===== src/scg_pkg.sv =====
/*
 Constants for the sleep-mode clock gating block: register offsets,
 field positions, reset values and the writable-bit mask.
 Assumes a 32-bit Avalon-MM slave port on a single 10 MHz clock.
*/
package scg_pkg;
   localparam logic [9:0]  RUN_GATE_OFS    = 10'h100;
   localparam logic [9:0]  SLEEP_GATE_OFS  = 10'h110;
   localparam logic [9:0]  DEEP_GATE_OFS   = 10'h120;
   localparam logic [9:0]  CLK_CFG_OFS     = 10'h060;
   localparam logic [9:0]  IRQ_STAT_OFS    = 10'h150;
   localparam logic [9:0]  IRQ_EN_OFS      = 10'h154;
   localparam logic [9:0]  IRQ_CLR_OFS     = 10'h158;
   localparam logic [31:0] GATE_RESET      = 32'h0000_0040;
   localparam logic [31:0] GATE_WR_MASK    = 32'h0101_0348;
   localparam int          CAN_BIT         = 24;
   localparam int          ADC_BIT         = 16;
   localparam int          RATE_LSB        = 8;
   localparam int          TIMEKEEP_BIT    = 6;
   localparam int          WDOG_BIT        = 3;
   localparam int          AUTO_GATE_BIT   = 27;
   localparam int          NUM_UNITS       = 4;
   localparam logic [1:0]  RATE_125K       = 2'h0;
   localparam logic [1:0]  RATE_250K       = 2'h1;
   localparam logic [1:0]  RATE_500K       = 2'h2;
   localparam logic [31:0] FAULT_DATA      = 32'h0000_0000;
   typedef enum logic [1:0] {
      PM_RUN   = 2'b00,
      PM_SLEEP = 2'b01,
      PM_DEEP  = 2'b10
   } scg_mode_type;
endpackage : scg_pkg


===== src/scg_top.sv =====
/*
 Clock gating control for run, sleep and deep-sleep operation, with a
 peripheral access checker that faults accesses to unclocked units.
 Assumes the power manager drives POWER_MODE and that peripheral
 address decoding supplies a one-hot unit select per access.
*/
// The Avalon-MM slave port was chosen for this implementation.
module scg_top
   import scg_pkg::*;
(
   input  wire logic                 REF_CLK,
   input  wire logic                 ARST_N,
   input  wire logic [9:0]           AVS_ADDRESS,
   input  wire logic                 AVS_READ,
   input  wire logic                 AVS_WRITE,
   input  wire logic [31:0]          AVS_WRITEDATA,
   input  wire logic [3:0]           AVS_BYTEENABLE,
   output logic      [31:0]          AVS_READDATA,
   output logic      [1:0]           AVS_RESPONSE,
   output logic                      AVS_WAITREQUEST,
   input  wire scg_pkg::scg_mode_type POWER_MODE,
   input  wire logic [3:0]           PERIPH_SEL,
   input  wire logic                 PERIPH_REQ,
   output logic                      PERIPH_FAULT,
   output logic      [3:0]           UNIT_CLK_EN,
   output logic      [1:0]           SAMPLE_RATE_SEL,
   output logic                      IRQ
);
   import scg_pkg::*;

   // Unit order in UNIT_CLK_EN: 0 watchdog, 1 timekeeper, 2 converter, 3 can
   typedef struct packed {
      logic [31:0] run_gate;
      logic [31:0] sleep_gate;
      logic [31:0] deep_gate;
      logic        auto_gate;
      logic [3:0]  clk_en;
      logic [1:0]  rate;
      logic        fault;
      logic [1:0]  irq_stat;
      logic [1:0]  irq_en;
      logic        ack;
      logic [31:0] rdata;
      logic [1:0]  resp;
   } scg_state_type;

   scg_state_type st_r;
   scg_state_type st_nxt;

   function automatic logic [31:0] merge_wr(input logic [31:0] old, input logic [31:0] wd,
                                            input logic [3:0] be);
      logic [31:0] m;
      m = {{8{be[3]}}, {8{be[2]}}, {8{be[1]}}, {8{be[0]}}} & GATE_WR_MASK;
      return (old & ~m) | (wd & m);
   endfunction : merge_wr

   function automatic logic [3:0] units(input logic [31:0] g);
      return {g[CAN_BIT], g[ADC_BIT], g[TIMEKEEP_BIT], g[WDOG_BIT]};
   endfunction : units

   logic [31:0] active_gate;
   logic        req;
   logic        fault_now;

   always_comb
   begin
      unique case (POWER_MODE)
         PM_SLEEP: active_gate = st_r.auto_gate ? st_r.sleep_gate : st_r.run_gate;
         PM_DEEP:  active_gate = st_r.auto_gate ? st_r.deep_gate : st_r.run_gate;
         default:  active_gate = st_r.run_gate;
      endcase
   end

   assign req       = (AVS_READ | AVS_WRITE) & ~st_r.ack;
   assign fault_now = PERIPH_REQ & |(PERIPH_SEL & ~st_r.clk_en);

   always_comb
   begin
      st_nxt        = st_r;
      st_nxt.ack    = req;
      st_nxt.resp   = 2'h0;
      st_nxt.rdata  = FAULT_DATA;
      st_nxt.clk_en = units(active_gate);
      st_nxt.rate   = active_gate[RATE_LSB +: 2];
      st_nxt.fault  = fault_now;
      // Set wins over a simultaneous clear
      if (req && AVS_WRITE && AVS_ADDRESS == IRQ_CLR_OFS)
         st_nxt.irq_stat = st_r.irq_stat & ~AVS_WRITEDATA[1:0];
      if (fault_now)
         st_nxt.irq_stat[0] = 1'b1;
      if (POWER_MODE != PM_RUN && !st_r.auto_gate)
         st_nxt.irq_stat[1] = 1'b1;
      if (req && AVS_WRITE)
      begin
         unique case (AVS_ADDRESS)
            RUN_GATE_OFS:   st_nxt.run_gate   = merge_wr(st_r.run_gate, AVS_WRITEDATA,
                                                         AVS_BYTEENABLE);
            SLEEP_GATE_OFS: st_nxt.sleep_gate = merge_wr(st_r.sleep_gate, AVS_WRITEDATA,
                                                         AVS_BYTEENABLE);
            DEEP_GATE_OFS:  st_nxt.deep_gate  = merge_wr(st_r.deep_gate, AVS_WRITEDATA,
                                                         AVS_BYTEENABLE);
            CLK_CFG_OFS:    if (AVS_BYTEENABLE[3])
                               st_nxt.auto_gate = AVS_WRITEDATA[AUTO_GATE_BIT];
            IRQ_EN_OFS:     if (AVS_BYTEENABLE[0])
                               st_nxt.irq_en = AVS_WRITEDATA[1:0];
            IRQ_STAT_OFS, IRQ_CLR_OFS: ;
            default:        st_nxt.resp = 2'h3;
         endcase
      end
      else if (req)
      begin
         unique case (AVS_ADDRESS)
            RUN_GATE_OFS:   st_nxt.rdata = st_r.run_gate;
            SLEEP_GATE_OFS: st_nxt.rdata = st_r.sleep_gate;
            DEEP_GATE_OFS:  st_nxt.rdata = st_r.deep_gate;
            CLK_CFG_OFS:    st_nxt.rdata = 32'(st_r.auto_gate) << AUTO_GATE_BIT;
            IRQ_STAT_OFS:   st_nxt.rdata = {30'h0, st_r.irq_stat};
            IRQ_EN_OFS:     st_nxt.rdata = {30'h0, st_r.irq_en};
            IRQ_CLR_OFS:    st_nxt.rdata = FAULT_DATA;
            default:        st_nxt.resp  = 2'h3;
         endcase
      end
   end

   always_ff @(posedge REF_CLK or negedge ARST_N)
   begin
      if (!ARST_N)
      begin
         st_r            <= '0;
         st_r.run_gate   <= GATE_RESET;
         st_r.sleep_gate <= GATE_RESET;
         st_r.deep_gate  <= GATE_RESET;
      end
      else
         st_r <= st_nxt;
   end

   // One wait cycle per access keeps read data registered
   assign AVS_WAITREQUEST = (AVS_READ | AVS_WRITE) & ~st_r.ack;
   assign AVS_READDATA    = st_r.rdata;
   assign AVS_RESPONSE    = st_r.resp;
   assign PERIPH_FAULT    = st_r.fault;
   assign UNIT_CLK_EN     = st_r.clk_en;
   assign SAMPLE_RATE_SEL = st_r.rate;
   assign IRQ             = |(st_r.irq_stat & st_r.irq_en);

   AST_RESET_GATE: assert property (@(posedge REF_CLK) $rose(ARST_N) |->
      st_r.sleep_gate == GATE_RESET) else $error("Sleep gate reset wrong");
   AST_RESERVED_ZERO: assert property (@(posedge REF_CLK) disable iff (!ARST_N)
      (st_r.sleep_gate & ~GATE_WR_MASK) == 32'h0) else $error("Reserved bit set");
   AST_FAULT: assert property (@(posedge REF_CLK) disable iff (!ARST_N)
      fault_now |=> PERIPH_FAULT) else $error("Missing bus fault");
   AST_NO_FAULT: assert property (@(posedge REF_CLK) disable iff (!ARST_N)
      !PERIPH_REQ |=> !PERIPH_FAULT) else $error("Spurious fault");
   AST_SLEEP_SEL: assert property (@(posedge REF_CLK) disable iff (!ARST_N)
      (POWER_MODE == PM_SLEEP && st_r.auto_gate) |=>
      UNIT_CLK_EN == units($past(st_r.sleep_gate))) else $error("Sleep pattern");
   AST_RUN_HOLD: assert property (@(posedge REF_CLK) disable iff (!ARST_N)
      (POWER_MODE != PM_RUN && !st_r.auto_gate) |=>
      UNIT_CLK_EN == units($past(st_r.run_gate))) else $error("Run pattern");
   AST_CAN_BIT: assert property (@(posedge REF_CLK) disable iff (!ARST_N)
      POWER_MODE == PM_RUN |=> UNIT_CLK_EN[3] == $past(st_r.run_gate[CAN_BIT]))
      else $error("Can gate bit");
   AST_RATE: assert property (@(posedge REF_CLK) disable iff (!ARST_N)
      POWER_MODE == PM_RUN |=> SAMPLE_RATE_SEL == $past(st_r.run_gate[9:8]))
      else $error("Rate field");
   AST_WAIT_ONE: assert property (@(posedge REF_CLK) disable iff (!ARST_N)
      $rose(AVS_READ) |-> AVS_WAITREQUEST ##1 !AVS_WAITREQUEST)
      else $error("Wait length");

   // Pattern selection per mode
   AST_DEEP_SEL: assert property (@(posedge REF_CLK) disable iff (!ARST_N)
      (POWER_MODE == PM_DEEP && st_r.auto_gate) |=>
      UNIT_CLK_EN == units($past(st_r.deep_gate))) else $error("Deep pattern");
   AST_RUN_SEL: assert property (@(posedge REF_CLK) disable iff (!ARST_N)
      POWER_MODE == PM_RUN |=> UNIT_CLK_EN == units($past(st_r.run_gate)))
      else $error("Run mode pattern");
   AST_RATE_SLEEP: assert property (@(posedge REF_CLK) disable iff (!ARST_N)
      (POWER_MODE == PM_SLEEP && st_r.auto_gate) |=>
      SAMPLE_RATE_SEL == $past(st_r.sleep_gate[9:8])) else $error("Sleep rate");

   // Reserved bits can never be stored, whatever software writes
   AST_RESERVED_RUN: assert property (@(posedge REF_CLK) disable iff (!ARST_N)
      (st_r.run_gate & ~GATE_WR_MASK) == 32'h0) else $error("Run reserved bit");
   AST_RESERVED_DEEP: assert property (@(posedge REF_CLK) disable iff (!ARST_N)
      (st_r.deep_gate & ~GATE_WR_MASK) == 32'h0) else $error("Deep reserved bit");

   // Reset values seen on the first edge after release
   AST_RESET_RUN: assert property (@(posedge REF_CLK) $rose(ARST_N) |->
      st_r.run_gate == GATE_RESET) else $error("Run gate reset wrong");
   AST_RESET_DEEP: assert property (@(posedge REF_CLK) $rose(ARST_N) |->
      st_r.deep_gate[TIMEKEEP_BIT]) else $error("Timekeeper not clocked");

   // Fault status is sticky and set in the cycle the fault is flagged
   AST_FAULT_STICKY: assert property (@(posedge REF_CLK) disable iff (!ARST_N)
      PERIPH_FAULT |-> st_r.irq_stat[0]) else $error("Fault status lost");
   AST_SET_WINS: assert property (@(posedge REF_CLK) disable iff (!ARST_N)
      fault_now |=> st_r.irq_stat[0]) else $error("Clear beat set");
   AST_WAIT_WRITE: assert property (@(posedge REF_CLK) disable iff (!ARST_N)
      $rose(AVS_WRITE) |-> AVS_WAITREQUEST ##1 !AVS_WAITREQUEST)
      else $error("Write wait length");

   COV_FAULT: cover property (@(posedge REF_CLK) PERIPH_FAULT);
   COV_DEEP:  cover property (@(posedge REF_CLK) POWER_MODE == PM_DEEP && st_r.auto_gate);
   COV_RATE:  cover property (@(posedge REF_CLK) SAMPLE_RATE_SEL == RATE_500K);
   COV_SLEEP: cover property (@(posedge REF_CLK) POWER_MODE == PM_SLEEP && st_r.auto_gate);
   COV_IRQ:   cover property (@(posedge REF_CLK) IRQ);
endmodule : scg_top


===== config.mk =====
export PLATFORM = sky130hd
export DESIGN_NAME = scg_top
export DESIGN_NICKNAME = d
export VERILOG_FILES = /design/src/scg_pkg.sv /design/src/scg_top.sv
export SDC_FILE = /design/constraint.sdc
export NUM_CORES = 1
export LEC_CHECK = 0
export ABC_AREA = 1
export BUFFER_PORTS_ARGS = -buffer_cell sky130_fd_sc_hd__buf_2
export CORE_MARGIN = 2
export CORE_UTILIZATION = 30
export CTS_CLUSTER_DIAMETER = 100
export DETAILED_ROUTE_END_ITERATION = 10
export PLACE_DENSITY_LB_ADDON = 0.12
export SLEW_MARGIN = 40
export SYNTH_ARGS = -nofsm -noshare
export SYNTH_HDL_FRONTEND = slang
export SYNTH_SLANG_ARGS = --single-unit
export TNS_END_PERCENT = 50

===== constraint.sdc =====
create_clock -name REF_CLK -period 1.45 [get_ports REF_CLK]
set_clock_uncertainty 0.2 [all_clocks]
set_input_delay 0.145 -clock REF_CLK [delete_from_list [all_inputs] [get_ports REF_CLK]]
set_output_delay 0.145 -clock REF_CLK [all_outputs]
set_load 0.02 [all_outputs]

==> key figures <==
Timing
  • Final setup vio count: 1
  • Fin. max-slew vios: 0
  • Final hold vios: 0
  • Fin worst setup slack: -0.00541 ns
  • Hold WS: around 0.0036 ns
  • Fin Setup TNS: -0.00541 ns
  • RSZ-0062 raised after global routing: true
  • F_max: 0.687 GHz
  • Tcrit/Tclk final: 100%
  • Final min period: 1.46 ns

Final layout
  • Multi-input gate area: roughly 1300 sq um
  • Area growth from synthesis to layout: 27.4%
  • Core Util, Final: 38.8%
  • Final #Nets: 464
  • Seq. cell area: just over 1000 sq um
  • Non-filler instance count after layout: ~500
  • Layout cell share with drive strength beyond 1: 33.6%
  • Number of fill cells: roughly 900
  • Final Instance Area: ~3300 sq um
  • N_diodes: 0

Die
  • Starting Density: 30.4%
  • # IOs: 100
  • Core Area: 8590 sq um
  • Die Wd: 97.3 microns
  • Die ar.: 9480 sq um
  • Die height: 97.3 microns
  • Row cnt: 34

Hold path
  • Hold WC Path Type: in2reg
  • Min-delay src: PERIPH_REQ
  • Hold EP: PERIPH_FAULT$_DFF_PN0_
  • Hold Path Depth: 3

Placement
  • Placed cell count: 488
  • Placed inst area: 2970 sq um
  • Final HPWL DP: 4.91 mm
  • Post-place setup slack: -0.102 ns
  • GPL Wtd Cong: 0.760
  • Buffers on Ports: 53

Global route
  • Largest net degree at the start of global routing: 21
  • Initial antenna violation count: 0
  • First-pass GRT wire length: 10.4 mm
  • Global route overflow: 0
  • GRT Resource Usage Total: a little over an eighth
  • Number of global-route vias before repair: 2116

Detailed routing
  • Post-DRT Antenna Nets: 0
  • DR iter-0 viols: 61
  • Via/cell ratio: between 4 and 5
  • DRT Pass-1 Iters: 4
  • Total number of vias: between 2000 and 2500
  • Routed Wire Length: 6.00 mm
  • DR DRC count: 0
  • Wire per inst: 11.7 microns

Setup path
  • Critical path data required time: roughly 1.1 ns
  • R2r startpoint: st_r[34]$_DFF_PN0_
  • Startpoint types: flop
  • Worst r2r path cells: 7
  • Crit Path Category: reg2out
  • Worst reg2reg setup slack: 0.01 ns
  • CP arrival: around 1.1 ns
  • Max FO, Critical Path: 4
  • CP Capture Type: output pin

Outcome
  • Outcome: finished, violations left
  • Failing checks: negative setup slack

Synth
  • Seq cells post-synth: 41
  • Synth warn: 0
  • Ys flop type: dfrtp_1
  • Mapped Cells: 327
  • Register area share after synthesis: 39.4%
  • Yosys cell types: 28
  • Post-synth EDFFs: 0
  • Post-synth ARST share: 100%
  • Mapped Area: 2610 sq um
  • Syn_area_per_cell: 7.99 sq um

Pwr
  • Max IR drop VDD: 0.469 mV
  • P_leak: between 1.5 and 2 nW
  • Power Total: roughly 2.6 mW
  • PD cells: a little under 800 nW/um^2

Clock network
  • H-tree levels: 2
  • TritonCTS buffer count: 5
  • Clk slew on worst S/H paths: about 0.070 ns
  • CTS Sinks: 41
  • Worst-Skew Late Latency: between 0.2 and 0.3 ns
  • CTS tree: yes
  • Root Driver: clkbuf_8
  • CTS Buffer Depth: 2

Run
  • Max-cap violation count: 0
## power breakdown
group / switching (mW) / internal [mW]
Clock: 0.393 / 0.561
Sequential: 0.00587 / 1.16
Combinational: 0.275 / 0.178
Total: 0.674 / 1.90
## placed cells by master, fill, tap and decap left out, types with 2 or more instances in the layout
| master | Yosys | final |
|---|---|---|
| nor2_8 | 3 | 3 |
| inv_1 | 30 | 29 |
| dfstp_2 | 3 | 3 |
| dfrtp_1 | 38 | 38 |
| ha_1 | 3 | 3 |
| nor2_1 | 23 | 20 |
| conb_1 | 1 | 23 |
| o21ai_1 | 6 | 7 |
| nand2_2 | 3 | 7 |
| nand2_4 | 5 | 5 |
| buf_2 | 0 | 52 |
| o21ai_0 | 9 | 8 |
| buf_4 | 40 | 21 |
| inv_2 | 4 | 3 |
| dlygate4sd3_1 | 0 | 14 |
| buf_12 | 0 | 3 |
| a22o_1 | 4 | 4 |
| clkbuf_8 | 0 | 6 |
| nand3_1 | 35 | 35 |
| nand4_1 | 15 | 15 |
| buf_6 | 2 | 2 |
| nor2_2 | 16 | 16 |
| nand3_2 | 2 | 2 |
| nor2_4 | 2 | 5 |
| nor3_1 | 5 | 4 |
| o22ai_1 | 2 | 2 |
| nand2_1 | 69 | 65 |
## cells in the mapped netlist, drive strengths merged, types with 2 or more instances
master | number | area, sq um
o22ai | 2 | 12.5
buf | 42 | 323
o21ai | 15 | 75.1
nand3 | 37 | 195
dfrtp | 38 | 951
nor3 | 6 | 41.3
dfstp | 3 | 78.8
a22o | 4 | 35.0
inv | 34 | 128
clkbuf | 3 | 11.3
nor2 | 44 | 269
nand4 | 15 | 93.8
ha | 3 | 37.5
nand2 | 77 | 334
## worst max-delay path by stage
stage	cells after the start	slack, ns	from	end
2_1_floorplan	6	0.02	st_r[34]$_DFF_PN0_	flop
3_3_place_gp	7	-0.11	st_r[34]$_DFF_PN0_	flop
3_5_place_dp	7	-0.10	st_r[34]$_DFF_PN0_	flop
4_1_cts	4	-0.03	st_r[34]$_DFF_PN0_	AVS_WAITREQUEST
5_1_grt	7	-0.11	st_r[34]$_DFF_PN0_	flop
6_report	4	-0.005	st_r[34]$_DFF_PN0_	AVS_WAITREQUEST
## layout make-up
| class | count | share of cell area, % |
|---|---|---|
| Tap cell | 108 | 4.06 |
| Inverter | 34 | 4.13 |
| Multi-Input combinational cell | 229 | 37.7 |
| Timing Repair Buffer | 93 | 19.7 |
| Clock buffer | 7 | 2.59 |
| Sequential cell | 41 | 30.9 |
| Clock inverter | 1 | 0.902 |
## critical path: stages (launching register included)
cell	delay (ns)
dfrtp_1	0.36
o21bai_4	0.18
buf_6	0.13
inv_4	0.04
buf_6	0.10
## what timing repair did
item / 4_1_cts / 5_1_grt
gates resized for setup: 16 / 7
pin swaps: 4 / 8
hold buffers: 14 / 0
endpoints found under the setup margin: 21 / 26
hold endpoints to repair: 65 / 0
setup buffers: 2 / 1
## layer usage
metal | vias up | track usage [%] | wire [microns]
li1 | 1145 | - | -
met1 | 992 | 18.6 | 2890
met2 | 62 | 22.1 | 2800
met3 | 5 | 2.16 | 264
met4 | 0 | 3.85 | 51
met5 | - | 0 | 0
## cell families after synthesis
kind of cell / Yosys count / share of synthesized area (%)
AOI/OAI and AO/OA: 22 / 5.12
and+or+nand+nor: 181 / 36.2
adders and majority gates: 3 / 1.44
DFF: 41 / 39.4
buffers and inverters: 79 / 17.7
other: 1 / 0.143
No activity file was read; power rests on OpenSTA's default activity.
